## config.mk

```make
export PLATFORM = sky130hd
export DESIGN_NAME = tpw_timing
export DESIGN_NICKNAME = d
export VERILOG_FILES = /design/src/design/tpw_pkg.sv /design/src/design/tpw_timing.sv
export VERILOG_INCLUDE_DIRS = /design/src /design/src/design
export SDC_FILE = /design/constraint.sdc
export NUM_CORES = 1
export LEC_CHECK = 0
export ABC_AREA = 1
export BUFFER_PORTS_ARGS = -buffer_cell sky130_fd_sc_hd__buf_2
export CORE_ASPECT_RATIO = 0.7
export CORE_MARGIN = 5
export CORE_UTILIZATION = 55
export DETAILED_ROUTE_END_ITERATION = 16
export PLACE_DENSITY = 0.73
export SETUP_SLACK_MARGIN = 0.3
export SYNTH_ARGS = -nofsm -noshare
export SYNTH_HDL_FRONTEND = slang
export SYNTH_SLANG_ARGS = --single-unit
```

## constraint.sdc

```tcl
create_clock -name clk_in -period 4.15 [get_ports clk_in]
set_input_delay 0.83 -clock clk_in [delete_from_list [all_inputs] [get_ports clk_in]]
set_output_delay 0.83 -clock clk_in [all_outputs]
set_load 0.005 [all_outputs]
```

## src/design/tpw_defines.svh

```systemverilog
// Constants for the two-phase interleaved drive timing core.
// Assumes a single 10 MHz device clock; included by its bare name.
`ifndef TPW_DEFINES_SVH
`define TPW_DEFINES_SVH
// Device clock period in ns
`define TPW_CLK_NS     100
// Default switching period in ns (100 kHz)
`define TPW_PERIOD_NS  10000
// Settling time before a current sample, in ns
`define TPW_SETTLE_NS  500
// Width of level and current words
`define TPW_DATA_W     8
// Shift of the balance error filter
`define TPW_FILT_SH    2
`endif

```

## src/design/tpw_pkg.sv

```systemverilog
// Types shared by the interleaved drive timing core.
// Assumes nothing of its surroundings.
package tpw_pkg;
  // Per-channel drive state, one-hot
  typedef enum logic [2:0] {
    TPW_FORCED_OFF = 3'h1,
    TPW_ARMED      = 3'h2,
    TPW_DRIVE_HIGH = 3'h4
  } tpw_state_t;
endpackage : tpw_pkg

```

## src/design/tpw_timing.sv

```systemverilog
// Timing core of a two-phase interleaved buck controller.
// Assumes level and current words from converters, already scaled to the
// switching-period count, and a digital disable level from the frequency pin.
`timescale 1ns/1ps
`default_nettype none
`include "tpw_defines.svh"

// Summary of operation
// Cycle ends at each phase one falling edge
// Cycle period equals programmed switching period
// Phase two ends half cycle after one
// Fallen output held low quarter cycle minimum
// Rise allowed only after forced off expires
// Compare corrected level against sawtooth ramp
// Crossing the ramp drives the output high
// High output stays until next termination
// Sample current once in forced off
// Held samples feed balance and mean output
// Mean current is half the sample sum
// Filtered balance error corrects each level
// Driver swaps switches on each drive edge
// Low disable pin stops all switching
// Inputs synchronised; reset holds drives low
// Half and quarter derive from period count
module tpw_timing
  import tpw_pkg::*;
#(
  parameter int PERIOD_CYC = `TPW_PERIOD_NS / `TPW_CLK_NS,
  parameter int DW         = `TPW_DATA_W
)(
  input  wire logic          clk_in,                // Device clock
  input  wire logic          rst_in,                // Synchronous reset
  input  wire logic          freq_set_disable_in,   // Low disables
  input  wire logic [DW-1:0] error_amp_output_in,   // Error amp level
  input  wire logic [DW-1:0] phase_one_current_in,  // Channel 1 sense
  input  wire logic [DW-1:0] phase_two_current_in,  // Channel 2 sense
  output var  logic          phase_one_drive_out,   // Channel 1 drive
  output var  logic          phase_two_drive_out,   // Channel 2 drive
  output var  logic [DW-1:0] mean_phase_current_out,// Mean sample
  output var  logic          switching_active_out   // Running
);
  import tpw_pkg::*;

  // Period split from one count; settle slots from the settle time
  localparam int CW     = $clog2(PERIOD_CYC);
  localparam int HALF   = PERIOD_CYC / 2;
  localparam int QTR    = (PERIOD_CYC + 3) / 4;
  localparam int SETTLE = (`TPW_SETTLE_NS + `TPW_CLK_NS - 1) / `TPW_CLK_NS;
  localparam int AW     = DW + 2;                         // Signed width
  localparam logic [CW-1:0] LAST   = CW'(PERIOD_CYC - 1);
  localparam logic [CW-1:0] HALF_C = CW'(HALF);
  localparam logic [CW-1:0] QTR_C  = CW'(QTR);
  localparam logic [CW-1:0] SET_C  = CW'(SETTLE);

  // Two-flop synchronisers for every outside input
  logic          en_s1_r, en_s2_r;
  logic [DW-1:0] amp_s1_r, amp_s2_r;
  logic [DW-1:0] cur_s1_r [2];
  logic [DW-1:0] cur_s2_r [2];

  // Synchroniser flops, first stage read only by second
  always_ff @(posedge clk_in)
  begin
    if (rst_in)
    begin
      en_s1_r  <= 1'b0;
      en_s2_r  <= 1'b0;
      amp_s1_r <= '0;
      amp_s2_r <= '0;
      cur_s1_r <= '{default: '0};
      cur_s2_r <= '{default: '0};
    end
    else
    begin
      en_s1_r     <= freq_set_disable_in;
      en_s2_r     <= en_s1_r;
      amp_s1_r    <= error_amp_output_in;
      amp_s2_r    <= amp_s1_r;
      cur_s1_r[0] <= phase_one_current_in;
      cur_s1_r[1] <= phase_two_current_in;
      cur_s2_r    <= cur_s1_r;
    end
  end

  // Cycle counter; slot LAST is the termination tick
  logic [CW-1:0] cnt_r, cnt_nxt;
  logic          act_r, act_nxt;

  // Next count: held at zero while disabled
  always_comb
  begin
    act_nxt = en_s2_r;
    if (!en_s2_r)
      cnt_nxt = '0;
    else if (cnt_r == LAST)
      cnt_nxt = '0;
    else
      cnt_nxt = cnt_r + 1'b1;
  end

  // Counter registers
  always_ff @(posedge clk_in)
  begin
    if (rst_in)
    begin
      cnt_r <= '0;
      act_r <= 1'b0;
    end
    else
    begin
      cnt_r <= cnt_nxt;
      act_r <= act_nxt;
    end
  end

  // Mean of the held samples, registered
  logic [DW-1:0] samp_r [2];
  logic [DW-1:0] mean_r, mean_nxt;
  logic [DW:0]   sum_w;

  // Sum then halve
  always_comb
  begin
    sum_w    = {1'b0, samp_r[0]} + {1'b0, samp_r[1]};
    mean_nxt = sum_w[DW:1];
  end

  // Mean register
  always_ff @(posedge clk_in)
  begin
    if (rst_in)
      mean_r <= '0;
    else
      mean_r <= mean_nxt;
  end

  logic [CW-1:0] ph   [2];  // Channel-local slot
  tpw_state_t    st_r [2];  // Channel state
  logic          drv_r[2];  // Channel drive
  logic          cmp  [2];  // Ramp crossed

  // Per-channel drive, sampling and balance
  for (genvar i = 0; i < 2; i++)
  begin : g_ch
    tpw_state_t           st_nxt;
    logic                 drv_nxt;
    logic [DW-1:0]        samp_nxt;
    logic signed [AW-1:0] acc_r, acc_nxt, berr, lvl;
    logic [CW-1:0]        ramp;

    // Channel two runs half a period behind
    if (i == 0)
    begin : g_p1
      assign ph[i] = cnt_r;
    end
    else
    begin : g_p2
      assign ph[i] = (cnt_r >= HALF_C) ? cnt_r - HALF_C
                   : cnt_r + CW'(PERIOD_CYC - HALF);
    end

    // Corrected level against a falling sawtooth
    always_comb
    begin
      ramp   = LAST - ph[i];
      berr   = AW'(signed'({2'b00, samp_r[i]}))
             - AW'(signed'({2'b00, mean_r}));
      lvl    = AW'(signed'({2'b00, amp_s2_r})) - acc_r;
      cmp[i] = (lvl > AW'(signed'({2'b00, ramp})));
    end

    // State, drive, sample and filter next values
    always_comb
    begin
      st_nxt   = st_r[i];
      drv_nxt  = drv_r[i];
      samp_nxt = samp_r[i];
      acc_nxt  = acc_r;
      if (!en_s2_r)
      begin
        st_nxt  = TPW_FORCED_OFF;
        drv_nxt = 1'b0;
      end
      else if (ph[i] == LAST)
      begin
        st_nxt  = TPW_FORCED_OFF;
        drv_nxt = 1'b0;
        acc_nxt = acc_r + ((berr - acc_r) >>> `TPW_FILT_SH);
      end
      else
      begin
        case (st_r[i])
          TPW_FORCED_OFF:
          begin
            if (ph[i] == SET_C)
              samp_nxt = cur_s2_r[i];
            if (ph[i] == QTR_C - 1'b1)
              st_nxt = TPW_ARMED;
          end
          TPW_ARMED:
          begin
            if (cmp[i])
            begin
              st_nxt  = TPW_DRIVE_HIGH;
              drv_nxt = 1'b1;
            end
          end
          TPW_DRIVE_HIGH:
            drv_nxt = 1'b1;
          default:
          begin
            st_nxt  = TPW_FORCED_OFF;
            drv_nxt = 1'b0;
          end
        endcase
      end
    end

    // Channel registers; reset holds the drive low
    always_ff @(posedge clk_in)
    begin
      if (rst_in)
      begin
        st_r[i]   <= TPW_FORCED_OFF;
        drv_r[i]  <= 1'b0;
        samp_r[i] <= '0;
        acc_r     <= '0;
      end
      else
      begin
        st_r[i]   <= st_nxt;
        drv_r[i]  <= drv_nxt;
        samp_r[i] <= samp_nxt;
        acc_r     <= acc_nxt;
      end
    end

  end

  // Outputs taken straight from the registers
  always_comb
  begin
    phase_one_drive_out    = drv_r[0];
    phase_two_drive_out    = drv_r[1];
    mean_phase_current_out = mean_r;
    switching_active_out   = act_r;
  end
endmodule : tpw_timing
`default_nettype wire

```

Word level (Yosys, flattened, before mapping). Memory sizes are Yosys's and may differ from the RTL's. Index checks and enable logic that the tools add are counted. W data, S select, Z words.

Bits of input ports: 27. Flip-flop bits (word level): 86. Memories: 3. Memory bits (writable): 24. Word-level logic and storage cells: 91. Output and inout bits: 11.

Memories: samp_r (words 2, bits a word 8, rd ports 2, clocked after Yosys merged registers in 0, write ports 2, RTL line tpw_timing.sv:117) `logic [DW-1:0] samp_r [2];`; st_r (words 2, bits a word 3, rd ports 2, clocked after Yosys merged registers in 0, write ports 2, RTL line tpw_timing.sv:138) `tpw_state_t st_r [2];`; drv_r (words 2, bits a word 1, rd ports 2, clocked after Yosys merged registers in 0, write ports 2, RTL line tpw_timing.sv:139) `logic drv_r[2];`.

Order comparisons: 3. Reduce and logical (&&, ||, !) cells: 3. Bitwise gates (word level): 7. Multiplexer cells: 36. Equal/unequal tests: 12. Add/subtract/negate cells: 14.

Operators by type and width (count): $mux W8 (10); $sub A9 B10 Y10 (4); $mux W3 (10); $add A10 B8 Y10 (2); $gt A10 B8 Y1 (2); $pmux W3 S3 (2); $sub A8 B8 Y9 (2); $eq A7 B3 Y1 const B (2); $eq A7 B5 Y1 const B (2); $eq A7 B7 Y1 const B (2); $sub A7 B7 Y7 const A (2); $mux W1 (11); $add A8 B8 Y9 (1); $add A7 B1 Y7 const B (1); $add A7 B6 Y7 const B (1); $ge A7 B6 Y1 const B (1); $mux W7 (1); $sub A7 B6 Y7 const B (1); $eq A3 B1 Y1 const B (2); $eq A3 B2 Y1 const B (2); $eq A3 B3 Y1 const B (2); $or A1 B1 Y1 (6); $pmux W1 S3 (2); $reduce_and A2 Y1 (2); other kinds (2) (2).

Logic depth before layout (Yosys ltp). Gate-level depths: netlist of run 1.

Depth after elaboration: 9. Gate-level depth with buffers: 31.

Worst setup path before layout of run 1. OpenSTA, ideal clock, no wires.

Path kind: reg2reg. From: register mean_r[1] (netlist: mean_phase_current_out[1]). To: register g_ch[1].acc_r[9]. Cell stages (with the launch flop): 30. Arrival: 3.671 ns. Path slack: 0.370 ns. Period minus slack after synthesis: 3.780 ns. Data required time: 4.040 ns. Path through: dfxtp_1 -> inv_1 -> ha_1 -> nand2_1 -> o21ai_0 -> nand2_1 -> nand2_1 -> a21oi_1 -> or2_2 -> nand2_1 -> nand2_1 -> nand3_1 -> nand2_1 -> ha_1 -> nand2_1 -> nor2_1 -> nand3_1 -> nand3_1 -> inv_1 -> nand2_1 -> nand2_1 -> ha_1 -> a21oi_1 -> a21boi_0 -> nand3_1 -> nand3b_1 -> nand3_1 -> nand2_1 -> inv_1 -> nor2_1.

Cells in the longest elaborated chain, start to end: 3.

RTL lines: from (decl) (RTL line tpw_timing.sv:118) `logic [DW-1:0] mean_r, mean_nxt;`; from (signal assigned) (RTL line tpw_timing.sv:134) `mean_r <= mean_nxt;`; $sub A8 B8 Y9 (RTL line tpw_timing.sv:167) `- AW'(signed'({2'b00, mean_r}));`; $sub A9 B10 Y10 (RTL line tpw_timing.sv:188) `` acc_nxt = acc_r + ((berr - acc_r) >>> `TPW_FILT_SH); ``; $add A10 B8 Y10 (RTL line tpw_timing.sv:188); to (signal assigned) (RTL line tpw_timing.sv:234) `acc_r <= acc_nxt;`; to (decl) (RTL line tpw_timing.sv:148) `logic signed [AW-1:0] acc_r, acc_nxt, berr, lvl;`.

Every way passes these cells. A chain may end at the register's enable or synchronous reset.

==> impl_results.md, run 1 <==
- Worst-path fanout max: 4
- Wire per inst: approximately 14 um
- Layout cell share with drive strength beyond 1: between 10% and 20%
- Post-DP Area: just over 8000 um2
- Skew-Pair Late Insertion Delay: 0.37 ns
- Kind of critical path: register to register
- Switch share: 27.4%
- Remaining global-route overflow: 0
- Setup ws final: 0.227 ns
- Setup violators final: 0
- Vias in the first global route: about 6400
- Launch point of the worst path: samp_r[0][0]
- Mapped Cells: 1110
- H-tree levels: 3
- Mapped Area: 7900 um2
- Worst Clk Skew: 0.00632 ns
- Post-route cell area: 9250 um2
- Sequential power share: 49.7%
- Min Tclk post-route: 3.92 ns
- Multi-input logic area: approximately 5300 um2
- CP required: 4.46 ns
- CTS Root Cell: clkbuf_16
- Synth Register Bits: 110
- RSZ-0062 raised after global routing: yes
- Initial antenna violation count: 0
- Max VDD drop: 0.259 mV
- Core area: 14000 um2
- # placed instances: 1332
- Endpoints failing hold: 0
- Register area: 2210 um2
- Num rows: 36
- Post-DP HPWL: 13900 um
- Io pins: 38
- Outcome: complete, no violations
- Warnings, synthesis: 0
- Worst setup SP type: register
- Net Switching: between 500 and 600 uW
- P_leak: around 4.8 nW
- Die area: 16900 um2
- Max-Slew Margin vs Limit: 57.6%
- Critical path data arrival time: 4.24 ns
- CTS Buffer Depth: 2
- Gpl congestion: 0.942
- Async S/R FF share, synth: 0%
- Slew of the pin with the lowest slew margin: 0.635 ns
- First-pass GRT wire length: 30600 um
- Peak Freq: between 0.2 and 0.3 GHz
- CP endpoint kind: register
- CTS tree: built
- Hold crit path type: register to register
- Pwr dens: 236 nW/um2
- # hold bufs at CTS: 0
- Overall Global Routing Usage: 22.2%
- DRC errors left: 0
- Post-Layout Cell Count: ~1400
- Pre-CTS setup slack: roughly 0.063 ns
- Int Pwr: 1.59 mW
- Reg2reg start: samp_r[0][0]
- Fin crit share: 94.5%
- Synth area leader: dfxtp_1
- Nets: 1311
- Fillers: 1201
- Post-synth EDFFs: 0
- Area grow syn2layout: 17.1%
- Mapped Avg Cell Area: ~7.1 um2
- Area fraction of the dominant cell type after synthesis: between 20 and 30%
- CTS Buf Count: 9
- Iter 0 DRT Violations: 565
- Final wirelength: between 15000 and 20000 um
- Combinational share of power: 7.5%
- Clock share of power: 42.8%
- Pre-antenna DRT Iters: 5
- Synth Flop Type: dfxtp_1
- Synth top area cells: dfxtp_1 28%, ha_1 16%, inv_1 9.6%
- Synth unique cells: 49
- R2r endpoint: g_ch[0].acc_r[9]
- # diodes: 0
- CTS sink cnt: 110
- Vias: 7034
- Die Y: 110 um
- Vias per Instance: 5.14
- Number of buffers added on ports: 37
- Synthesized net count: 1247
- Max_cap viols: 0
- Die X: between 150 and 200 um
- Slew Viols, Final: 0
- Final TNS setup: 0 ns
- Pin count of the biggest net entering global routing: between 50 and 60
- Clock slew at reported path FFs: 0.09 ns
- Critical Path Sink: g_ch[0].acc_r[9]
- FF-to-FF setup slack: 0.23 ns
- Reg2reg path depth: 23
- Register area share after synthesis: between 20 and 30%
- Final antenna-violating net count: 0
- Initial core utilization: 56.4%
[stage by stage]
| stage | hold slack (ns) | util (%) | power, mW |
|---|---|---|---|
| finish | 0.402 | 66.0 | 2.19 |
| CTS | 0.405 | 63.1 | 2.21 |
| global route | 0.419 | 66.0 | 2.28 |
| global placement | 0.389 | 59.2 | 1.27 |
| detailed placement | 0.393 | 59.2 | 1.28 |
| floorplan | 0.388 | - | 1.23 |
[how the worst min path moves through the flow]
stage,start,depth (start not counted),slack (ns),end
floorplan,en_s1_r,2,0.39,act_nxt
global placement,amp_s1_r[6],2,0.39,amp_s2_r[6]
detailed placement,cur_s1_r[6],2,0.39,cur_s2_r[6]
CTS,cur_s1_r[6],2,0.41,cur_s2_r[6]
global route,cur_s1_r[4],2,0.42,cur_s2_r[4]
finish,cur_s1_r[10],2,0.40,cur_s2_r[10]
[timing repair]
| item | 4_1_cts | 5_1_grt |
|---|---|---|
| gates cloned | 0 | 0 |
| setup buffers | 1 | 20 |
| pin swaps | 3 | 47 |
| endpoints found under the setup margin | 6 | 9 |
| resized for setup | 40 | 72 |
[worst max-delay path, stage by stage, from the launching register on]
cell and delay [ns]:
dfxtp_2 0.35, inv_2 0.05, ha_4 0.15, fa_2 0.34
nand3b_1 0.18, nand2_2 0.10, xor2_1 0.17, inv_1 0.10
ha_4 0.27, nand2_4 0.08, nor2_4 0.04, nand2_2 0.07
nand3_4 0.10, a31o_4 0.27, a21oi_2 0.16, xnor2_1 0.14
ha_1 0.31, a21o_1 0.20, a31oi_1 0.20, nand3_1 0.13
nand3b_1 0.20, nand4_1 0.09, nand2_1 0.05, nor2_1 0.11
[cells in the mapped netlist (2+ instances only)]
master / number
nand2_1: 198
or2_2: 4
nand2_4: 6
o21ai_2: 2
a31oi_1: 4
inv_2: 4
o21bai_1: 6
a21o_1: 4
buf_1: 3
nor2_1: 122
inv_1: 202
o21ai_0: 56
nand2_2: 3
ha_1: 103
xnor2_1: 26
o21ai_1: 7
dfxtp_1: 110
nand3b_1: 3
nor2_2: 2
fa_1: 7
nand3_2: 3
clkbuf_1: 5
nor2_4: 5
xor2_1: 31
a21oi_1: 83
a31o_2: 2
nand3_1: 57
nand4_1: 11
o211ai_1: 2
buf_2: 2
nor3_1: 19
[final cells by class]
| type | instances | share of cell area (%) |
|---|---|---|
| clock buffers | 9 | 2.43 |
| clock inverters | 7 | 1.12 |
| inverters | 208 | 8.49 |
| multi-input cells | 778 | 57.0 |
| flip-flops and latches | 110 | 23.9 |
| well taps | 190 | 2.57 |
| repair buffers | 67 | 4.44 |
[power groups by stage]
stage | Combinational [mW] | Sequential, mW | Clock [mW]
2_1_floorplan | 0.122 | 1.11 | 0
3_3_place_gp | 0.161 | 1.11 | 0
3_5_place_dp | 0.163 | 1.11 | 0
4_1_cts | 0.164 | 1.09 | 0.955
5_1_grt | 0.191 | 1.09 | 0.999
6_report | 0.165 | 1.09 | 0.936
[registers in the layout (all words and copies together), names as in the netlist]
name / cells
en_s1_r: 1
amp_s2_r: 8
act_nxt: 1
st_r: 6
cnt_r: 7
mean_phase_current_out: 8
cur_s2_r: 16
amp_s1_r: 8
cur_s1_r: 16
samp_r: 16
drv_r: 2
switching_active_out: 1
g_ch.acc_r: 20
[cells in the final DEF, fill, tap and decap left out, types with 2 or more instances in the layout]
cell	Yosys	final
fa_1	7	5
nor2_2	2	5
nand3_4	1	3
nor2_1	122	117
buf_2	2	37
xnor2_1	26	26
clkbuf_16	0	9
nand2_2	3	23
nand2_1	198	174
a21o_1	4	4
nor3_1	19	19
inv_1	202	194
xor2_1	31	31
o21ai_0	56	51
or2_2	4	2
nand3b_1	3	3
inv_2	4	12
nand3_1	57	48
ha_1	103	87
o211ai_1	2	2
or2_4	0	2
nor2_4	5	7
inv_8	0	2
nand3_2	3	10
o21bai_1	6	5
o21ai_1	7	10
nand4_1	11	11
dfxtp_1	110	103
a21oi_1	83	70
buf_4	1	30
a31oi_1	4	4
nand2_4	6	10
ha_4	0	15
inv_12	0	2
a21oi_2	0	12
clkinv_8	0	3
dfxtp_2	0	6
o21ai_2	2	4
fa_2	0	2
[cell families after synthesis]
kind of cell | Yosys count | share of synthesized area [%]
flip-flops | 110 | 27.9
XOR/XNOR | 57 | 6.32
adder cells (fa/ha/maj) | 110 | 18.1
AND/OR/NAND/NOR | 438 | 24.8
buffers and inverters | 222 | 11.1
AO/OA/AOI/OAI | 173 | 11.8
[per-layer routing]
metal  GRT usage, %  wire length (um)  vias up
met5              0                 0        -
li1               -                 -     3677
met4           7.31               408        0
met3           5.11              1260       33
met2           33.6              7890      211
met1           31.6              9280     3113
No activity file was read; power rests on OpenSTA's default activity.
==> inputs of run 2 (changes only) <==
Settings changed: GPL_TIMING_DRIVEN set to 0.
Clock period 4.15 ns to 5 ns, I/O delays scaled along.
==> impl_results.md, run 2 (synthesis gave the netlist of run 1 again) <==
- Io pins: 38 (unchanged)
- Top delay family on crit path: simple AND/OR/NAND/NOR gates (unchanged)
- Clock slew at reported path FFs: 0.09 ns (about the same)
- R2r endpoint: g_ch[0].acc_r[9] (unchanged)
- Most common cell after layout, fill and taps aside: inv_1 (unchanged)
- Wire per inst: 13.1 um (was 13.8 um)
- Hold path depth: 2 (unchanged)
- Vias in the first global route: 6245 (was 6421)
- Met1 usage: 32.8% (was 31.6%)
- Vias per Instance: 5.06 (was 5.14)
- Top Usage Layer GRT: met2 (unchanged)
- Outcome: complete, no violations (unchanged)
- Slew of the pin with the lowest slew margin: 0.690 ns (was 0.635 ns)
- CP required: 5.27 ns (was 4.46 ns)
- Worst setup SP type: register (unchanged)
- Worst Clk Skew: 0.0131 ns (was 0.00632 ns)
- # diodes: 0 (unchanged)
- Int Pwr: 1.32 mW (was 1.59 mW)
- Pre-antenna DRT Iters: 5 (unchanged)
- Biggest register: g_ch.acc_r (unchanged)
- Min Tclk post-route: 4.27 ns (was 3.92 ns)
- Core area: 14000 um2 (unchanged)
- Fillers: 1301 (was 1201)
- CTS Root Cell: clkbuf_16 (unchanged)
- Die Y: 110 um (unchanged)
- First-pass GRT wire length: 30100 um (was 30600 um)
- Switch share: 27.5% (was 27.4%)
- Max-Slew Margin vs Limit: 53.8% (was 57.6%)
- Final wirelength: 17700 um (was 18800 um)
- Combinational share of power: 7.7% (was 7.5%)
- Final antenna-violating net count: 0 (unchanged)
- CTS tree: built (unchanged)
- Hold crit path type: register to register (unchanged)
- Post-DP HPWL: 14300 um (was 13900 um)
- Max VDD drop: 0.168 mV (was 0.259 mV)
- Clock share of power: 42.8% (about the same)
- Slew Viols, Final: 0 (unchanged)
- Layout cell share with drive strength beyond 1: 8.34% (was 17.8%)
- Max_cap viols: 0 (unchanged)
- GR Layer Usage met2: 33.2% (was 33.6%)
- Initial core utilization: 56.4% (unchanged)
- GR Layer Usage met3: 3.55% (was 5.11%)
- DRC errors left: 0 (unchanged)
- Overall Global Routing Usage: 21.9% (was 22.2%)
- CP bufs+invs: 3 (was 2)
- CP most frequent cell: nand2_1
- P_leak: 4.67 nW (was 4.81 nW)
- Power Total: 1.82 mW (was 2.19 mW)
- Reg2reg start: mean_phase_current_out[1] (was samp_r[0][0])
- Final TNS setup: 0 ns (unchanged)
- CTS Buffer Depth: 2 (unchanged)
- Post-cts sizing count: 0 (was 40)
- Final hold slack: 0.405 ns (was 0.402 ns)
- Die X: 153 um (unchanged)
- Setup violators final: 0 (unchanged)
- Pin count of the biggest net entering global routing: 25 (was 51)
- Vias: 6844 (was 7034)
- Die area: 16900 um2 (unchanged)
- Slowest cell on the critical path: dfxtp_2 (unchanged)
- FF-to-FF setup slack: 0.73 ns (was 0.23 ns)
- Pwr dens: 211 nW/um2 (was 236 nW/um2)
- Most frequent cells in the layout: 202 x inv_1, 198 x nand2_1, 122 x nor2_1 (was 194 x inv_1, 174 x nand2_1, 117 x nor2_1)
- Endpoints failing hold: 0 (unchanged)
- Crit-path max cell delay: 0.40 ns (was 0.35 ns)
- Max FFs per register: 20 (unchanged)
- Sequential power share: 49.6% (was 49.7%)
- Worst-path fanout max: 5 (was 4)
- Kind of critical path: register to register (unchanged)
- Initial antenna violation count: 0 (unchanged)
- Number of buffers added on ports: 37 (unchanged)
- Hold Startpoint: cur_s1_r[4] (was cur_s1_r[10])
- Fin crit share: 85.3% (was 94.5%)
- Reg2reg path depth: 29 (was 23)
- Area grow syn2layout: 9.53% (was 17.1%)
- Net Switching: 501 uW (was 599 uW)
- Gpl congestion: 0.960 (was 0.942)
- Remaining global-route overflow: 0 (unchanged)
- # hold bufs at CTS: 0 (unchanged)
- Nets: 1295 (was 1311)
- CTS Buf Count: 9 (unchanged)
- Skew-Pair Late Insertion Delay: 0.37 ns (about the same)
- Critical path data arrival time: 4.53 ns (was 4.24 ns)
- Peak Freq: 0.234 GHz (was 0.255 GHz)
- RSZ-0062 raised after global routing: no (was yes)
- Post-CTS setup buffer count: 0 (was 1)
- CTS sink cnt: 110 (unchanged)
- CP endpoint kind: register (unchanged)
- Iter 0 DRT Violations: 357 (was 565)
- Num rows: 36 (unchanged)
- Hold path endpoint: cur_s2_r[4] (was cur_s2_r[10])
- H-tree levels: 3 (unchanged)
==> run 2: how the worst max path moves through the flow <==
stage | slack, ns | to | startpoint | depth (start not counted)
floorplan | 1.22 | g_ch[1].acc_r[9] | mean_phase_current_out[1] | 29
global placement | 0.78 | g_ch[0].acc_r[9] | mean_phase_current_out[1] | 29
detailed placement | 0.68 | g_ch[0].acc_r[9] | mean_phase_current_out[1] | 29
CTS | 0.65 | g_ch[0].acc_r[9] | mean_phase_current_out[1] | 29
global route | 0.30 | g_ch[0].acc_r[9] | mean_phase_current_out[1] | 29
finish | 0.73 | g_ch[0].acc_r[9] | mean_phase_current_out[1] | 29
==> run 2: per-stage QoR <==
| step | cells | instance area [um2] | utilization, % | setup WS (ns) |
|---|---|---|---|---|
| final | 1353 | 8650 | 61.8 | 0.735 |
| after global routing | 1353 | 8650 | 61.8 | 0.301 |
| after CTS | 1353 | 8650 | 61.8 | 0.652 |
| after detailed placement | 1337 | 8320 | 59.4 | 0.683 |
| after global placement | 1337 | 8320 | 59.4 | 0.779 |
| after floorplan | 1110 | 7900 | - | 1.22 |
==> run 2: area by class of cell <==
cell class / count / area (um2) / area share, %
inverters: 208 / 786 / 9.08
clock buffers: 9 / 225 / 2.60
flip-flops and latches: 110 / 2200 / 25.5
multi-input cells: 778 / 4820 / 55.7
well taps: 190 / 238 / 2.75
clock inverters: 7 / 104 / 1.20
plain buffers: 14 / 93.8 / 1.08
repair buffers: 37 / 185 / 2.14
==> run 2: power groups by stage <==
stage / combinational, mW / sequential [mW] / clock [mW]
3_3_place_gp: 0.136 / 0.923 / 0
4_1_cts: 0.140 / 0.903 / 0.793
3_5_place_dp: 0.139 / 0.923 / 0
5_1_grt: 0.161 / 0.905 / 0.832
2_1_floorplan: 0.101 / 0.920 / 0
6_report: 0.140 / 0.903 / 0.779
==> run 2: metal layers <==
metal	up-vias	routed length [um]	part of all wire [%]
met1	3041	9330	53
met5	-	0	0
met3	18	967	5.4
met2	140	7210	41
met4	0	231	1.3
li1	3645	-	-
==> run 2: worst min-delay path: stages, from the launching register on <==
cell     delay (ns)
dfxtp_1        0.30
inv_1          0.04
nor2_1         0.03
